### src/txph_consts.vh
// constants for the transmit packet handler and symbol mapper
`ifndef TXPH_CONSTS_VH
`define TXPH_CONSTS_VH

// register byte offsets
`define TXPH_OFF_PKT_CTRL   8'h00
`define TXPH_OFF_PKT_LEN    8'h04
`define TXPH_OFF_MODEM      8'h08
`define TXPH_OFF_SYNC       8'h0C
`define TXPH_OFF_DEV        8'h10
`define TXPH_OFF_GP_CFG     8'h14
`define TXPH_OFF_FIFO       8'h18
`define TXPH_OFF_CMD        8'h1C
`define TXPH_OFF_FILL       8'h20
`define TXPH_OFF_PKT_STAT   8'h24
`define TXPH_OFF_ASK        8'h28

// packet_ctrl_word fields
`define TXPH_LEN_MODE_LSB   0
`define TXPH_CRC_EN_BIT     2
`define TXPH_WHITE_BIT      3
`define TXPH_AFTER_LSB      4
// modem_config fields
`define TXPH_MOD_LSB        0
`define TXPH_MANCH_BIT      3
`define TXPH_FEC_BIT        4
`define TXPH_SYNC4_BIT      5
`define TXPH_NPRE_LSB       8
// command strobe bits
`define TXPH_CMD_TX         0
`define TXPH_CMD_FLUSH      1
`define TXPH_CMD_IDLE       2

// length modes
`define TXPH_LEN_FIXED      2'h0
`define TXPH_LEN_VAR        2'h1
`define TXPH_LEN_INF        2'h2
// modulation formats
`define TXPH_MOD_FSK        3'h0
`define TXPH_MOD_GFSK       3'h1
`define TXPH_MOD_OOK        3'h2
`define TXPH_MOD_ASK        3'h3
`define TXPH_MOD_MSK        3'h4
// gp output selects
`define TXPH_GP_FIFO_THR    6'h02
`define TXPH_GP_FIFO_FULL   6'h03
`define TXPH_GP_SYNC_PKT    6'h06

// reset values
`define TXPH_RST_PKT_CTRL   8'h00
`define TXPH_RST_PKT_LEN    8'hFF
`define TXPH_RST_MODEM      12'h400
`define TXPH_RST_SYNC       16'hD391
`define TXPH_RST_DEV        7'h47
`define TXPH_RST_GP_CFG     14'h0606
`define TXPH_RST_ASK        16'h0840

// data values
`define TXPH_PREAMBLE_BYTE  8'h55
`define TXPH_PN9_SEED       9'h1FF
`define TXPH_CRC_SEED       16'hFFFF
`define TXPH_CRC_POLY       16'h8005
`define TXPH_FEC_PAD        8'h00

// symbol clock period in the bench, ns
`define TXPH_SYM_CLK_NS     200

`endif

### src/txph_top.v
// transmit packet handler, fifo, apb registers and symbol mapper
`timescale 1ns/1ps
`default_nettype none
`include "txph_consts.vh"

module txph_top #(
   parameter DEPTH_LOG2 = 6,
   parameter FIFO_THR = 33
) (
   // clock and reset
   input wire clk,
   input wire srst,
   // apb slave
   input wire psel,
   input wire penable,
   input wire pwrite,
   input wire [7:0] paddr,
   input wire [31:0] pwdata,
   output reg [31:0] prdata,
   output reg pready,
   output reg pslverr,
   // symbol clock from link
   input wire sym_clk,
   // modulator outputs
   output reg tx_bit_q,
   output reg signed [12:0] freq_word_q,
   output reg pa_en_q,
   output reg [7:0] amp_q,
   output reg [2:0] msk_frac_q,
   // status
   output reg gp_output_pin_0,
   output reg gp_output_pin_2,
   output reg [7:0] status_byte_q
);
   localparam S_IDLE = 3'd0;
   localparam S_PRE = 3'd1;
   localparam S_SYNC = 3'd2;
   localparam S_DATA = 3'd3;
   localparam S_CRC = 3'd4;
   localparam S_PAD = 3'd5;
   localparam S_UFLOW = 3'd6;
   localparam S_DONE = 3'd7;
   localparam DEPTH = 1 << DEPTH_LOG2;

   function [15:0] crc16_byte;
      input [15:0] c;
      input [7:0] b;
      integer i;
      reg [15:0] t;
      begin
         t = c;
         for (i = 7; i >= 0; i = i - 1) begin
            if (t[15] ^ b[i])
               t = {t[14:0], 1'b0} ^ `TXPH_CRC_POLY;
            else
               t = {t[14:0], 1'b0};
         end
         crc16_byte = t;
      end
   endfunction

   function [8:0] pn9_adv8;
      input [8:0] p;
      integer i;
      reg [8:0] t;
      begin
         t = p;
         for (i = 0; i < 8; i = i + 1)
            t = {t[0] ^ t[5], t[8:1]};
         pn9_adv8 = t;
      end
   endfunction

   // registers
   reg [7:0] pkt_ctrl_word_q;
   reg [7:0] packet_length_reg_q;
   reg [11:0] modem_cfg_q;
   reg [15:0] sync_q;
   reg [6:0] freq_deviation_reg_q;
   reg [13:0] gp_cfg_q;
   reg [15:0] ask_cfg_q;
   wire [1:0] len_mode = pkt_ctrl_word_q[`TXPH_LEN_MODE_LSB +: 2];
   wire crc_en = pkt_ctrl_word_q[`TXPH_CRC_EN_BIT];
   wire whitening_enable = pkt_ctrl_word_q[`TXPH_WHITE_BIT];
   wire [1:0] after_tx_state_sel = pkt_ctrl_word_q[`TXPH_AFTER_LSB +: 2];
   wire [2:0] mod_fmt = modem_cfg_q[`TXPH_MOD_LSB +: 3];
   wire manch_en = modem_cfg_q[`TXPH_MANCH_BIT];
   wire error_coding_enable = modem_cfg_q[`TXPH_FEC_BIT];
   wire sync4 = modem_cfg_q[`TXPH_SYNC4_BIT];
   wire [3:0] num_pre = modem_cfg_q[`TXPH_NPRE_LSB +: 4];

   // apb decode
   wire acc = psel & penable;
   wire wr = acc & pwrite;
   wire wr_fifo = wr & (paddr == `TXPH_OFF_FIFO);
   wire wr_cmd = wr & (paddr == `TXPH_OFF_CMD);
   wire tx_stb = wr_cmd & pwdata[`TXPH_CMD_TX];
   wire flush_tx_strobe = wr_cmd & pwdata[`TXPH_CMD_FLUSH];
   wire idle_stb = wr_cmd & pwdata[`TXPH_CMD_IDLE];

   // transmit fifo
   reg [7:0] mem [0:DEPTH-1];
   reg [DEPTH_LOG2-1:0] wp_q, rp_q;
   reg [DEPTH_LOG2:0] cnt_q;
   wire fifo_empty = (cnt_q == 0);
   wire fifo_full = (cnt_q == DEPTH);
   wire [7:0] fifo_head = mem[rp_q];
   reg pop;

   // symbol clock edge detect
   reg sclk_s1_q, sclk_s2_q, sclk_s3_q;
   wire sym_tick = sclk_s2_q & ~sclk_s3_q;

   // packet engine state
   reg [2:0] st_q, st_d;
   reg [7:0] bcnt_q, bcnt_d;
   reg [7:0] vlen_q, vlen_d;
   reg [3:0] preq_q, preq_d;
   reg [1:0] sidx_q, sidx_d;
   reg [15:0] crc_q, crc_d;
   reg [8:0] pn_q, pn_d;
   reg [7:0] fbuf_q, fbuf_d;
   reg fhalf_q, fhalf_d;
   reg [2:0] fst_q, fst_d;
   reg [31:0] sr_q;
   reg [5:0] left_q;
   reg ld, sync_done, pkt_end;
   reg [31:0] ld_sr;
   reg [5:0] ld_n;
   reg pkt_flag_q;

   // byte currently produced
   reg emit, coded;
   reg [7:0] eb, wb;
   reg [15:0] iw;
   integer k, r, c;

   always @* begin
      st_d = st_q;
      bcnt_d = bcnt_q;
      vlen_d = vlen_q;
      preq_d = preq_q;
      sidx_d = sidx_q;
      crc_d = crc_q;
      pn_d = pn_q;
      fbuf_d = fbuf_q;
      fhalf_d = fhalf_q;
      fst_d = fst_q;
      ld = 1'b0;
      ld_sr = 32'h0000_0000;
      ld_n = 6'd0;
      pop = 1'b0;
      sync_done = 1'b0;
      pkt_end = 1'b0;
      emit = 1'b0;
      coded = 1'b0;
      eb = 8'h00;
      wb = 8'h00;
      iw = 16'h0000;
      k = 0;
      r = 0;
      c = 0;
      if (left_q == 6'd0) begin
         case (st_q)
            S_PRE: begin
               if (preq_q >= num_pre && !fifo_empty) begin
                  st_d = S_SYNC;
                  sidx_d = 2'd0;
               end else begin
                  emit = 1'b1;
                  eb = `TXPH_PREAMBLE_BYTE;
                  if (preq_q != 4'hF)
                     preq_d = preq_q + 4'd1;
               end
            end
            S_SYNC: begin
               emit = 1'b1;
               eb = sidx_q[0] ? sync_q[7:0] : sync_q[15:8];
               sidx_d = sidx_q + 2'd1;
               if (sidx_q == (sync4 ? 2'd3 : 2'd1)) begin
                  st_d = S_DATA;
                  sync_done = 1'b1;
                  pn_d = `TXPH_PN9_SEED;
                  crc_d = `TXPH_CRC_SEED;
                  bcnt_d = 8'h00;
                  fhalf_d = 1'b0;
                  fst_d = 3'd0;
               end
            end
            S_DATA: begin
               if (fifo_empty) begin
                  st_d = S_UFLOW;
               end else begin
                  emit = 1'b1;
                  coded = 1'b1;
                  eb = fifo_head;
                  pop = 1'b1;
                  crc_d = crc16_byte(crc_q, fifo_head);
                  bcnt_d = bcnt_q + 8'd1;
                  if (len_mode == `TXPH_LEN_VAR && bcnt_q == 8'h00)
                     vlen_d = fifo_head;
                  // mode is read live so it may change mid-packet
                  if ((len_mode == `TXPH_LEN_FIXED &&
                       bcnt_d == packet_length_reg_q) ||
                      (len_mode == `TXPH_LEN_VAR && bcnt_q != 8'h00 &&
                       bcnt_q == vlen_q)) begin
                     sidx_d = 2'd0;
                     if (crc_en)
                        st_d = S_CRC;
                     else if (error_coding_enable)
                        st_d = S_PAD;
                     else
                        pkt_end = 1'b1;
                  end
               end
            end
            S_CRC: begin
               emit = 1'b1;
               coded = 1'b1;
               eb = sidx_q[0] ? crc_q[7:0] : crc_q[15:8];
               sidx_d = sidx_q + 2'd1;
               if (sidx_q[0]) begin
                  if (error_coding_enable)
                     st_d = S_PAD;
                  else
                     pkt_end = 1'b1;
               end
            end
            S_PAD: begin
               // one pad when odd, two when even, for trellis end
               emit = 1'b1;
               coded = 1'b1;
               eb = `TXPH_FEC_PAD;
               if (fhalf_q)
                  pkt_end = 1'b1;
            end
            S_DONE: begin
               // keep the last symbol on air until its tick ends it
               if (sym_tick) begin
                  st_d = (after_tx_state_sel == 2'd2) ? S_PRE :
                     S_IDLE;
                  preq_d = 4'd0;
               end
            end
            default: ;
         endcase
      end
      if (pkt_end)
         st_d = S_DONE;
      if (emit) begin
         wb = eb;
         if (coded && whitening_enable) begin
            wb = eb ^ pn_q[7:0];
            pn_d = pn9_adv8(pn_q);
         end
         if (coded && error_coding_enable) begin
            if (!fhalf_q) begin
               fbuf_d = wb;
               fhalf_d = 1'b1;
            end else begin
               // rows written, columns read, then rate 1/2 code
               fhalf_d = 1'b0;
               iw = {fbuf_q, wb};
               fst_d = fst_q;
               for (c = 0; c < 4; c = c + 1)
                  for (r = 0; r < 4; r = r + 1) begin
                     k = c * 4 + r;
                     ld_sr[31 - 2 * k] = iw[15 - (r * 4 + c)] ^
                        fst_d[2] ^ fst_d[1] ^ fst_d[0];
                     ld_sr[30 - 2 * k] = iw[15 - (r * 4 + c)] ^
                        fst_d[1] ^ fst_d[0];
                     fst_d = {fst_d[1:0], iw[15 - (r * 4 + c)]};
                  end
               ld = 1'b1;
               ld_n = 6'd32;
            end
         end else if (manch_en) begin
            for (k = 0; k < 8; k = k + 1) begin
               ld_sr[31 - 2 * k] = wb[7 - k];
               ld_sr[30 - 2 * k] = ~wb[7 - k];
            end
            ld = 1'b1;
            ld_n = 6'd16;
         end else begin
            ld_sr = {wb, 24'h000000};
            ld = 1'b1;
            ld_n = 6'd8;
         end
      end
      if (tx_stb && st_q == S_IDLE) begin
         st_d = S_PRE;
         preq_d = 4'd0;
      end
      if (idle_stb && st_q != S_UFLOW)
         st_d = S_IDLE;
      if (flush_tx_strobe && (st_q == S_UFLOW || st_q == S_IDLE))
         st_d = S_IDLE;
   end

   // symbol mapping targets
   wire [10:0] dev_mag = {7'd0, 1'b1, freq_deviation_reg_q[2:0]} <<
      freq_deviation_reg_q[6:4];
   wire msk = (mod_fmt == `TXPH_MOD_MSK);
   wire sym_pos = msk ? ~tx_bit_q : tx_bit_q;
   wire am = (mod_fmt == `TXPH_MOD_OOK) || (mod_fmt == `TXPH_MOD_ASK);
   wire signed [12:0] f_tgt = (am || st_q == S_IDLE) ? 13'sd0 :
      (sym_pos ? $signed({2'b00, dev_mag}) :
      -$signed({2'b00, dev_mag}));
   wire signed [12:0] f_err = f_tgt - freq_word_q;
   wire [7:0] a_tgt = (mod_fmt == `TXPH_MOD_OOK) ?
      (tx_bit_q ? 8'hFF : 8'h00) :
      (tx_bit_q ? 8'hFF : 8'hFF - ask_cfg_q[7:0]);

   always @(posedge clk) begin
      if (srst) begin
         pkt_ctrl_word_q <= `TXPH_RST_PKT_CTRL;
         packet_length_reg_q <= `TXPH_RST_PKT_LEN;
         modem_cfg_q <= `TXPH_RST_MODEM;
         sync_q <= `TXPH_RST_SYNC;
         freq_deviation_reg_q <= `TXPH_RST_DEV;
         gp_cfg_q <= `TXPH_RST_GP_CFG;
         ask_cfg_q <= `TXPH_RST_ASK;
         wp_q <= {DEPTH_LOG2{1'b0}};
         rp_q <= {DEPTH_LOG2{1'b0}};
         cnt_q <= {(DEPTH_LOG2+1){1'b0}};
         sclk_s1_q <= 1'b0;
         sclk_s2_q <= 1'b0;
         sclk_s3_q <= 1'b0;
         st_q <= S_IDLE;
         bcnt_q <= 8'h00;
         vlen_q <= 8'h00;
         preq_q <= 4'd0;
         sidx_q <= 2'd0;
         crc_q <= `TXPH_CRC_SEED;
         pn_q <= `TXPH_PN9_SEED;
         fbuf_q <= 8'h00;
         fhalf_q <= 1'b0;
         fst_q <= 3'd0;
         sr_q <= 32'h0000_0000;
         left_q <= 6'd0;
         pkt_flag_q <= 1'b0;
         tx_bit_q <= 1'b0;
         freq_word_q <= 13'sd0;
         pa_en_q <= 1'b0;
         amp_q <= 8'h00;
         msk_frac_q <= 3'd0;
         gp_output_pin_0 <= 1'b0;
         gp_output_pin_2 <= 1'b0;
         status_byte_q <= 8'h00;
         prdata <= 32'h0000_0000;
         pready <= 1'b0;
         pslverr <= 1'b0;
      end else begin
         sclk_s1_q <= sym_clk;
         sclk_s2_q <= sclk_s1_q;
         sclk_s3_q <= sclk_s2_q;
         // register writes
         if (wr) begin
            case (paddr)
               `TXPH_OFF_PKT_CTRL: pkt_ctrl_word_q <= pwdata[7:0];
               `TXPH_OFF_PKT_LEN: packet_length_reg_q <= pwdata[7:0];
               `TXPH_OFF_MODEM: modem_cfg_q <= pwdata[11:0];
               `TXPH_OFF_SYNC: sync_q <= pwdata[15:0];
               `TXPH_OFF_DEV: freq_deviation_reg_q <= pwdata[6:0];
               `TXPH_OFF_GP_CFG: gp_cfg_q <= pwdata[13:0];
               `TXPH_OFF_ASK: ask_cfg_q <= pwdata[15:0];
               default: ;
            endcase
         end
         // fifo; flush empties it only when not sending
         if (flush_tx_strobe && (st_q == S_UFLOW || st_q == S_IDLE)) begin
            wp_q <= {DEPTH_LOG2{1'b0}};
            rp_q <= {DEPTH_LOG2{1'b0}};
            cnt_q <= {(DEPTH_LOG2+1){1'b0}};
         end else begin
            if (wr_fifo && !fifo_full) begin
               mem[wp_q] <= pwdata[7:0];
               wp_q <= wp_q + 1'b1;
            end
            if (pop)
               rp_q <= rp_q + 1'b1;
            cnt_q <= cnt_q + {{DEPTH_LOG2{1'b0}}, (wr_fifo & ~fifo_full)}
               - {{DEPTH_LOG2{1'b0}}, pop};
         end
         // packet engine
         st_q <= st_d;
         bcnt_q <= bcnt_d;
         vlen_q <= vlen_d;
         preq_q <= preq_d;
         sidx_q <= sidx_d;
         crc_q <= crc_d;
         pn_q <= pn_d;
         fbuf_q <= fbuf_d;
         fhalf_q <= fhalf_d;
         fst_q <= fst_d;
         if (st_d == S_IDLE || st_d == S_UFLOW) begin
            left_q <= 6'd0;
         end else if (ld) begin
            sr_q <= ld_sr;
            left_q <= ld_n;
         end else if (sym_tick && left_q != 6'd0) begin
            tx_bit_q <= sr_q[31];
            sr_q <= {sr_q[30:0], 1'b0};
            left_q <= left_q - 6'd1;
         end
         if (sync_done)
            pkt_flag_q <= 1'b1;
         else if ((st_q == S_DONE && st_d != S_DONE) ||
            st_q == S_IDLE || st_q == S_UFLOW)
            pkt_flag_q <= 1'b0;
         // modulator
         if (mod_fmt == `TXPH_MOD_GFSK)
            freq_word_q <= freq_word_q + (f_err >>> 3);
         else if (msk)
            freq_word_q <= freq_word_q +
               (f_err >>> (3'd1 + {1'b0, freq_deviation_reg_q[1:0]}));
         else
            freq_word_q <= f_tgt;
         pa_en_q <= (st_q != S_IDLE && st_q != S_UFLOW) &&
            ((mod_fmt != `TXPH_MOD_OOK) || tx_bit_q);
         if (st_q == S_IDLE || st_q == S_UFLOW)
            amp_q <= 8'h00;
         else if (mod_fmt != `TXPH_MOD_ASK || ask_cfg_q[15:8] == 8'h00)
            amp_q <= am ? a_tgt : 8'hFF;
         else if (amp_q < a_tgt)
            amp_q <= (8'hFF - amp_q < ask_cfg_q[15:8]) ? a_tgt :
               ((amp_q + ask_cfg_q[15:8] > a_tgt) ? a_tgt :
               amp_q + ask_cfg_q[15:8]);
         else if (amp_q > a_tgt)
            amp_q <= (amp_q - a_tgt < ask_cfg_q[15:8]) ? a_tgt :
               amp_q - ask_cfg_q[15:8];
         msk_frac_q <= msk ? freq_deviation_reg_q[2:0] : 3'd0;
         gp_output_pin_0 <= gp_sel(gp_cfg_q[5:0]);
         gp_output_pin_2 <= gp_sel(gp_cfg_q[13:8]);
         // apb answer, one wait-free access phase
         pready <= psel & ~penable;
         pslverr <= 1'b0;
         if (psel && !penable) begin
            pslverr <= (paddr > `TXPH_OFF_ASK) || (paddr[1:0] != 2'b00);
            case (paddr)
               `TXPH_OFF_PKT_CTRL: prdata <= {24'h0, pkt_ctrl_word_q};
               `TXPH_OFF_PKT_LEN: prdata <= {24'h0, packet_length_reg_q};
               `TXPH_OFF_MODEM: prdata <= {20'h0, modem_cfg_q};
               `TXPH_OFF_SYNC: prdata <= {16'h0, sync_q};
               `TXPH_OFF_DEV: prdata <= {25'h0, freq_deviation_reg_q};
               `TXPH_OFF_GP_CFG: prdata <= {18'h0, gp_cfg_q};
               `TXPH_OFF_FILL: prdata <= {25'h0, fifo_full,
                  cnt_q[DEPTH_LOG2-1:0]};
               `TXPH_OFF_PKT_STAT: prdata <= {27'h0, gp_output_pin_2,
                  3'b000, gp_output_pin_0};
               `TXPH_OFF_ASK: prdata <= {16'h0, ask_cfg_q};
               default: prdata <= 32'h0000_0000;
            endcase
            status_byte_q <= {1'b0, st_q,
               (cnt_q > 15) ? 4'hF : cnt_q[3:0]};
         end
      end
   end

   function gp_sel;
      input [5:0] s;
      begin
         case (s)
            `TXPH_GP_FIFO_THR: gp_sel = (cnt_q >= FIFO_THR);
            `TXPH_GP_FIFO_FULL: gp_sel = fifo_full;
            `TXPH_GP_SYNC_PKT: gp_sel = pkt_flag_q;
            default: gp_sel = 1'b0;
         endcase
      end
   endfunction
endmodule
`default_nettype wire

### config.mk
export PLATFORM = sky130hd
export DESIGN_NAME = txph_top
export DESIGN_NICKNAME = d
export VERILOG_FILES = /design/src/txph_top.v
export VERILOG_INCLUDE_DIRS = /design/src
export SDC_FILE = /design/constraint.sdc
export NUM_CORES = 1
export LEC_CHECK = 0
export ABC_AREA = 1
export BUFFER_PORTS_ARGS = -buffer_cell sky130_fd_sc_hd__buf_2
export CELL_PAD_IN_SITES_DETAIL_PLACEMENT = 1
export CELL_PAD_IN_SITES_GLOBAL_PLACEMENT = 2
export CORE_MARGIN = 2
export CORE_UTILIZATION = 43
export DETAILED_ROUTE_END_ITERATION = 10
export GPL_TIMING_DRIVEN = 0
export PLACE_DENSITY_LB_ADDON = 0.1
export SLEW_MARGIN = 40
export SYNTH_ARGS = -nofsm -noshare
export SYNTH_HDL_FRONTEND = slang
export SYNTH_SLANG_ARGS = --single-unit
### constraint.sdc
create_clock -name clk -period 13.6 [get_ports clk]
set_clock_uncertainty 0.2 [all_clocks]
set_input_delay 0 -clock clk [delete_from_list [all_inputs] [get_ports clk]]
set_output_delay 0 -clock clk [all_outputs]
set_load 0.02 [all_outputs]
==> results of run 1 <==
Yosys cell counts, drive strengths merged (8+ instances only):
master and number:
a21oi 276, a221oi 9, a31oi 12, a32o 8
buf 130, clkbuf 87, dfxtp 263, edfxtp 512
ha 116, inv 360, nand2 781, nand3 316
nand4 17, nor2 468, nor3 36, o211ai 58
o21ai 478, o21bai 10, o22ai 116, or2 21
xnor2 20, xor2 63
sequential cells by signal (all words and copies together) (netlist names), 12 cells and up, named ones only:
name / count
modem_cfg_q: 12
prdata: 16
mem: 512
freq_word_q: 13
gp_cfg_q: 14
sync_q: 16
ask_cfg_q: 16
crc_q: 16
sr_q: 32
logic make-up after synthesis:
kind of cell    count (synthesis)
flops                         775
mux                             3
compound gates               1011
simple gates                 1652
other cells                     1
fa+ha+maj                     123
buf+inv                       582
xor+xnor                       83
worst max-delay path by stage:
stage / endpoint / cells after the start
floorplan: freq_word_q[12]$_SDFF_PP0_ / 35
global placement: freq_word_q[11]$_SDFF_PP0_ / 37
detailed placement: freq_word_q[11]$_SDFF_PP0_ / 38
CTS: freq_word_q[11]$_SDFF_PP0_ / 38
global route: freq_word_q[11]$_SDFF_PP0_ / 38
finish: freq_word_q[11]$_SDFF_PP0_ / 37
stage by stage:
step,cells,setup slack [ns]
finish,5714,6.01
global route,5713,5.28
CTS,5710,6.08
detailed placement,5499,6.16
global placement,5492,6.23
floorplan,4246,8.31
cell type report:
cell class                 count  share of cell area (%)
antenna                        1                 0.00567
buffer                       217                    2.95
clock buffer                 121                    5.76
clock inverter                43                    1.00
inverter                     365                    3.13
multi-input combinational   2889                    34.6
sequential                   775                    46.8
tap                         1165                    3.31
timing repair buffer         138                    2.42
power by group:
| part | leakage, nW | internal (mW) | switching (mW) |
|---|---|---|---|
| clock | 1.45 | 1.43 | 1.06 |
| sequential | 6.73 | 2.56 | 0.0590 |
| combinational | 8.92 | 0.560 | 1.12 |
| total | 17.1 | 4.55 | 2.24 |
what timing repair did:
action                                  4_1_cts  5_1_grt
hold buffers                                 47        0
endpoints found under the setup margin        0        0
hold endpoints to repair                    633        0
layer usage:
layer | vias up | global-route usage (%) | wire (µm)
met3 | 371 | 5.46 | 12000
li1 | 15075 | - | -
met4 | 0 | 16.0 | 7940
met1 | 16647 | 44.6 | 65200
met2 | 1480 | 55.1 | 72100
met5 | - | 0 | 0
worst max-delay path, delay by kind of cell (launching register included):
kind / cells / cell delay (ns)
compound gates: 15 / 2.44
xor+xnor: 2 / 0.40
fa+ha+maj: 2 / 0.78
buf+inv: 4 / 0.77
flops: 1 / 0.31
simple gates: 14 / 2.48
==> summary.md, run 1 <==
| Metric | Value |
|---|---|
| Hold depth | `4` |
| Synth cell types | `75` |
| Cts repair resizes | `0` |
| Hold WS | `0.0287 ns` |
| Drt drc | `0` |
| Storage cell area | `20600 µm²` |
| Run status | `finished, final reports clean` |
| Die width | `303 µm` |
| Post-Synth Simple-Gate Area | `18.3%` |
| Synth Area in XOR/XNOR | `1.96%` |
| Setup violations, final | `0` |
| Post-synth EDFFs | `512` |
| Worst rel slew slack | `37.1%` |
| Slew Limit Fails | `0` |
| Final TNS setup | `0 ns` |
| Synthesized instance count | `4230` |
| CTS root buffer | `clkbuf_16` |
| Die Area | `91500 µm²` |
| Slowest CP cell | `nor3b_1` |
| Overall power | `6.79 mW` |
| Detailed Place HPWL | `109000 µm` |
| Fill cell count | `10225` |
| Avg Cell Area, Syn | `9.06 µm²` |
| MaxCap Viol Count | `0` |
| Type of the tightest min-delay check | `in2reg` |
| Flops & latches, synth | `775` |
| Post-synthesis sequential area ratio | `53.9%` |
| IO Pins | `116` |
| Clk sinks | `775` |
| Clk Latency, worst-skew pair | `0.68 ns` |
| Area grow syn2layout | `15.1%` |
| Multi-input gate area | `15300 µm²` |
| Max Clk Rate | `132 MHz` |
| Num rows | `109` |
| Pre-antenna DRT Iters | `5` |
| Worst-path fanout max | `9` |
| Remaining antenna violation count | `0` |
| Startpoint types | `register` |
| CP Capture Type | `register` |
| Top_reg_cell synth | `edfxtp_1` |
| CP Data Required Time | `13.89 ns` |
| Final hold vios | `0` |
| Post-CTS Setup Bufs | `0` |
| Layout cell share with drive strength beyond 1 | `11.4%` |
| Hold worst-path end | `ask_cfg_q[9]$_SDFFE_PP0P_` |
| Total Routing Usage GR | `34.0%` |
| Pleak | `17.1 nW` |
| Largest family of logic cells by synthesized area | `simple AND/OR/NAND/NOR gates` |
| Final core occ | `49.9%` |
| Overflow after GRT | `0` |
| Area contributors post-synth | `edfxtp_1 40%, dfxtp_1 14%, nand2_1 7.5%` |
| R2R setup slack | `6.01 ns` |
| Layout Nets | `4644` |
| Final non-filler cell area | `44100 µm²` |
| Multiplexer share of the synthesized area | `0.0784%` |
| Worst R2R End | `freq_word_q[11]$_SDFF_PP0_` |
| Clock buffers created by TritonCTS | `89` |
| Tcrit/Tclk final | `55.8%` |
| Hold Crit Start | `pwdata[9]` |
| Max Buffers Root-to-Sink | `3` |
| Final critical-path required period | `7.59 ns` |
| Arrival @ worst endpoint | `7.88 ns` |
| CORE AREA | `88400 µm²` |
| Worst slew pin tran | `0.941 ns` |
| Critical path class | `reg2reg` |
| # H-tree levels | `3` |
| Detailed router's first-iteration violation count | `3236` |
| Yosys top cell area share | `40.1%` |
| Delay of the slowest critical-path stage | `0.57 ns` |
| DP Area | `40600 µm²` |
| CTS clock-pin slew for the worst setup and hold paths | `0.06 ns` |
| Routed vias | `33573` |
| Worst reg2reg path startpoint | `modem_cfg_q[2]$_SDFFE_PP0P_` |
| Vias in the first global route | `32998` |
| First-pass GRT wire length | `225000 µm` |
| Yosys top cell by area | `edfxtp_1` |
| Most frequent cells in the layout | `761 x nand2_1, 512 x edfxtp_1, 399 x o21ai_0` |
| Via density | `5.88` |
| Ys async rst share | `0%` |
| Placer Congestion | `0.942` |
| Die height | `303 µm` |
| Post-Synth Adder-Cell Area | `4.15%` |
| Yosys warns | `0` |
| Mapped Area | `38300 µm²` |
| Post-synthesis compound-gate area fraction | `14.7%` |
| Largest net degree at the start of global routing | `72` |
| Count of input and output buffers | `81` |
| PwrDens | `154 nW/µm²` |
| Detailed Route WL | `157000 µm` |
| Initial antenna violation count | `5` |
| Initial Util | `43.4%` |
| Crit path from | `modem_cfg_q[2]$_SDFFE_PP0P_` |
| Worst R2R Path Depth | `37` |
| RSZ-0062 raised after global routing | `false` |
| TritonCTS clock tree | `built` |
| Most common cell after layout, fill and taps aside | `nand2_1` |
| Worst vdd ir | `0.000119 V` |
| DR WL/cell | `27.5 µm` |
No activity file was read; power rests on OpenSTA's default activity.
==> run 2, diff against run 1 <==
CORE_UTILIZATION = 40   (was 43)
clock period = 7.8 ns   (was 13.6 ns; I/O delays follow)
==> run 2 against run 1 <==
Against the previous run: setup slack lost 5.4 ns; cell count grew 1.8%; register-to-register slack lost 5.4 ns; fmax grew 6.3%; core utilization shrank 3.5 points; via count shrank 1.6%; clock power grew 68%; sequential power grew 74%; final area is essentially flat; wire length shrank 0.37%; die area grew 7.4%; power grew 72%; critical path type unchanged; largest cell class unchanged.
==> summary.md, run 2 (synthesis results as in run 1) <==
| Metric | Value |
|---|---|
| Run status | `finished, final reports clean` |
| Num rows | `113 (+3.7%)` |
| CTS root buffer | `clkbuf_16` |
| Post-route setup slack | `0.655 ns (-5.35 ns)` |
| Top cell by count, worst path | `nand2_1` |
| CTS clock-pin slew for the worst setup and hold paths | `0.06 ns (about the same)` |
| Fill cell count | `11013 (+7.7%)` |
| Routed vias | `33020 (-1.6%)` |
| Via density | `5.68 (-3.4%)` |
| Tcrit/Tclk final | `91.6% (+36 points)` |
| Placed Instances | `5598 (+1.8%)` |
| Final TNS setup | `0 ns (unchanged)` |
| Final hold vios | `0 (unchanged)` |
| Initial Util | `40.3% (-3.0 points)` |
| Detailed Route WL | `157000 µm (-0.37%)` |
| Max Buffers Root-to-Sink | `3 (unchanged)` |
| Max FFs per register | `512 (unchanged)` |
| PwrDens | `266 nW/µm² (+72%)` |
| Worst rel slew slack | `37.0% (-0.14 points)` |
| Drt drc | `0 (unchanged)` |
| Worst slew pin tran | `0.944 ns (+0.00369 ns)` |
| Slew Limit Fails | `0 (unchanged)` |
| Die width | `314 µm (+3.6%)` |
| Total Routing Usage GR | `31.5% (-2.5 points)` |
| Critical path class | `reg2reg` |
| Final core occ | `46.4% (-3.5 points)` |
| First-pass GRT wire length | `226000 µm (+0.16%)` |
| Final critical-path required period | `7.15 ns (-0.447 ns)` |
| IO Pins | `116 (unchanged)` |
| Most common cell after layout, fill and taps aside | `nand2_1` |
| Setup violations, final | `0 (unchanged)` |
| TritonCTS clock tree | `built` |
| Pleak | `17.1 nW (-0.24%)` |
| RSZ-0062 raised after global routing | `false` |
| Clock buffers created by TritonCTS | `90 (+1.1%)` |
| DR WL/cell | `26.9 µm (-2.1%)` |
| Worst reg2reg path startpoint | `freq_deviation_reg_q[6]$_SDFFE_PP1P_` |
| Most frequent cells in the layout | `761 x nand2_1, 512 x edfxtp_1, 398 x o21ai_0` |
| Worst R2R Path Depth | `38 (+2.7%)` |
| Hold depth | `4 (unchanged)` |
| Hold worst-path end | `modem_cfg_q[9]$_SDFFE_PP0P_` |
| Max Clk Rate | `140 MHz (+6.3%)` |
| Layout cell share with drive strength beyond 1 | `11.6% (+0.19 points)` |
| Initial antenna violation count | `3 (-2)` |
| Die Area | `98300 µm² (+7.4%)` |
| CP Data Required Time | `8.16 ns (-5.73 ns)` |
| Type of the tightest min-delay check | `in2reg` |
| CP Capture Type | `register` |
| Biggest regs | `mem (512), sr_q (32)` |
| MaxCap Viol Count | `0 (unchanged)` |
| Detailed router's first-iteration violation count | `3142 (-2.9%)` |
| Worst vdd ir | `0.000202 V (+70%)` |
| Clk sinks | `775 (unchanged)` |
| Count of input and output buffers | `81 (unchanged)` |
| Final std cells w/o fill | `5816 (+1.8%)` |
| Die height | `314 µm (+3.6%)` |
| Remaining antenna violation count | `0 (unchanged)` |
| Hold Crit Start | `pwdata[9]` |
| Largest register by flop count | `mem` |
| # H-tree levels | `3 (unchanged)` |
| Detailed Place HPWL | `110000 µm (+0.31%)` |
| R2R setup slack | `0.65 ns (-5.35 ns)` |
| Worst-path fanout max | `10 (+1)` |
| Pre-antenna DRT Iters | `6 (+1)` |
| Slowest CP cell | `dfxtp_1` |
| Startpoint types | `register` |
| Clk Latency, worst-skew pair | `0.70 ns (+0.02 ns)` |
| Arrival @ worst endpoint | `7.51 ns (-0.37 ns)` |
| Layout Nets | `4645 (+0.022%)` |
| Largest net degree at the start of global routing | `72 (unchanged)` |
| Worst R2R End | `freq_word_q[11]$_SDFF_PP0_` |
| CORE AREA | `95000 µm² (+7.5%)` |
| Worst slack at placement | `0.181 ns (-5.97 ns)` |
| Overall power | `11.7 mW (+72%)` |
| Delay of the slowest critical-path stage | `0.62 ns (+0.05 ns)` |
| Area grow syn2layout | `15.1% (about the same)` |
| Overflow after GRT | `0 (unchanged)` |
| Vias in the first global route | `33002 (+0.012%)` |
| Placer Congestion | `0.932 (-1.1%)` |
==> run 2: changes by cell type in the layout (fill, tap and decap cells not counted), sizes merged <==
| cell | change |
|---|---|
| buf | -2 |
| bufinv | -2 |
| clkbuf | -9 |
| clkinv | +12 |
| clkinvlp | -1 |
| dlygate4sd3 | +1 |
| inv | +3 |
==> run 2: per-stage QoR <==
step                      cell area, µm²  hold WS, ns
after floorplan                    38400       -0.101
after global placement             40400      0.00488
after detailed placement           40700      0.00878
after CTS                          44000      0.00416
after global routing               44100       0.0577
final                              44100       0.0590
==> run 2: worst max path at each step <==
stage / start / endpoint / slack, ns / cells after the start
2_1_floorplan: freq_deviation_reg_q[0]$_SDFFE_PP1P_ / freq_word_q[12]$_SDFF_PP0_ / 2.51 / 35
3_3_place_gp: modem_cfg_q[2]$_SDFFE_PP0P_ / freq_word_q[11]$_SDFF_PP0_ / 0.19 / 38
3_5_place_dp: modem_cfg_q[2]$_SDFFE_PP0P_ / freq_word_q[11]$_SDFF_PP0_ / 0.18 / 38
4_1_cts: modem_cfg_q[2]$_SDFFE_PP0P_ / freq_word_q[11]$_SDFF_PP0_ / 0.16 / 38
5_1_grt: freq_deviation_reg_q[6]$_SDFFE_PP1P_ / freq_word_q[11]$_SDFF_PP0_ / 0.03 / 38
6_report: freq_deviation_reg_q[6]$_SDFFE_PP1P_ / freq_word_q[11]$_SDFF_PP0_ / 0.65 / 38
==> run 2: area by class of cell <==
type | count | area, µm² | share of cell area [%]
sequential | 775 | 20600 | 46.8
buffer | 217 | 1300 | 2.95
inverter | 365 | 1380 | 3.13
timing repair buffer | 138 | 1050 | 2.39
multi-input combinational | 2889 | 15300 | 34.6
tap | 1265 | 1580 | 3.59
clock inverter | 55 | 458 | 1.04
antenna | 1 | 2.50 | 0.00567
clock buffer | 111 | 2410 | 5.46
==> run 2: where the power goes <==
part	switching, mW	internal (mW)	leakage, nW
Sequential	0.101	4.47	6.73
Combinational	1.98	0.976	8.92
Clock	1.84	2.34	1.42
Total	3.93	7.78	17.1
==> run 2: timing repair <==
item                                    in CTS  in global routing
buffers inserted                             0                  2
hold endpoints to repair                   630                  0
hold buffers                                48                  0
endpoints found under the setup margin       0                  4
resized for setup                            0                  3
==> run 2: worst max-delay path: cells and delay by family, from the launching register on <==
kind	cells	cell delay, ns
compound gates	16	3.22
xor+xnor	2	0.36
fa+ha+maj	2	0.72
buf+inv	3	0.53
flops	1	0.62
simple gates	15	1.37
==> run 2: layer usage <==
layer | wire length [µm] | vias up | global-route usage, %
met2 | 73300 | 1207 | 52.3
met4 | 5870 | 0 | 11.2
met1 | 67000 | 16436 | 42.1
met3 | 10400 | 278 | 4.39
li1 | - | 15099 | -
met5 | 0 | - | 0
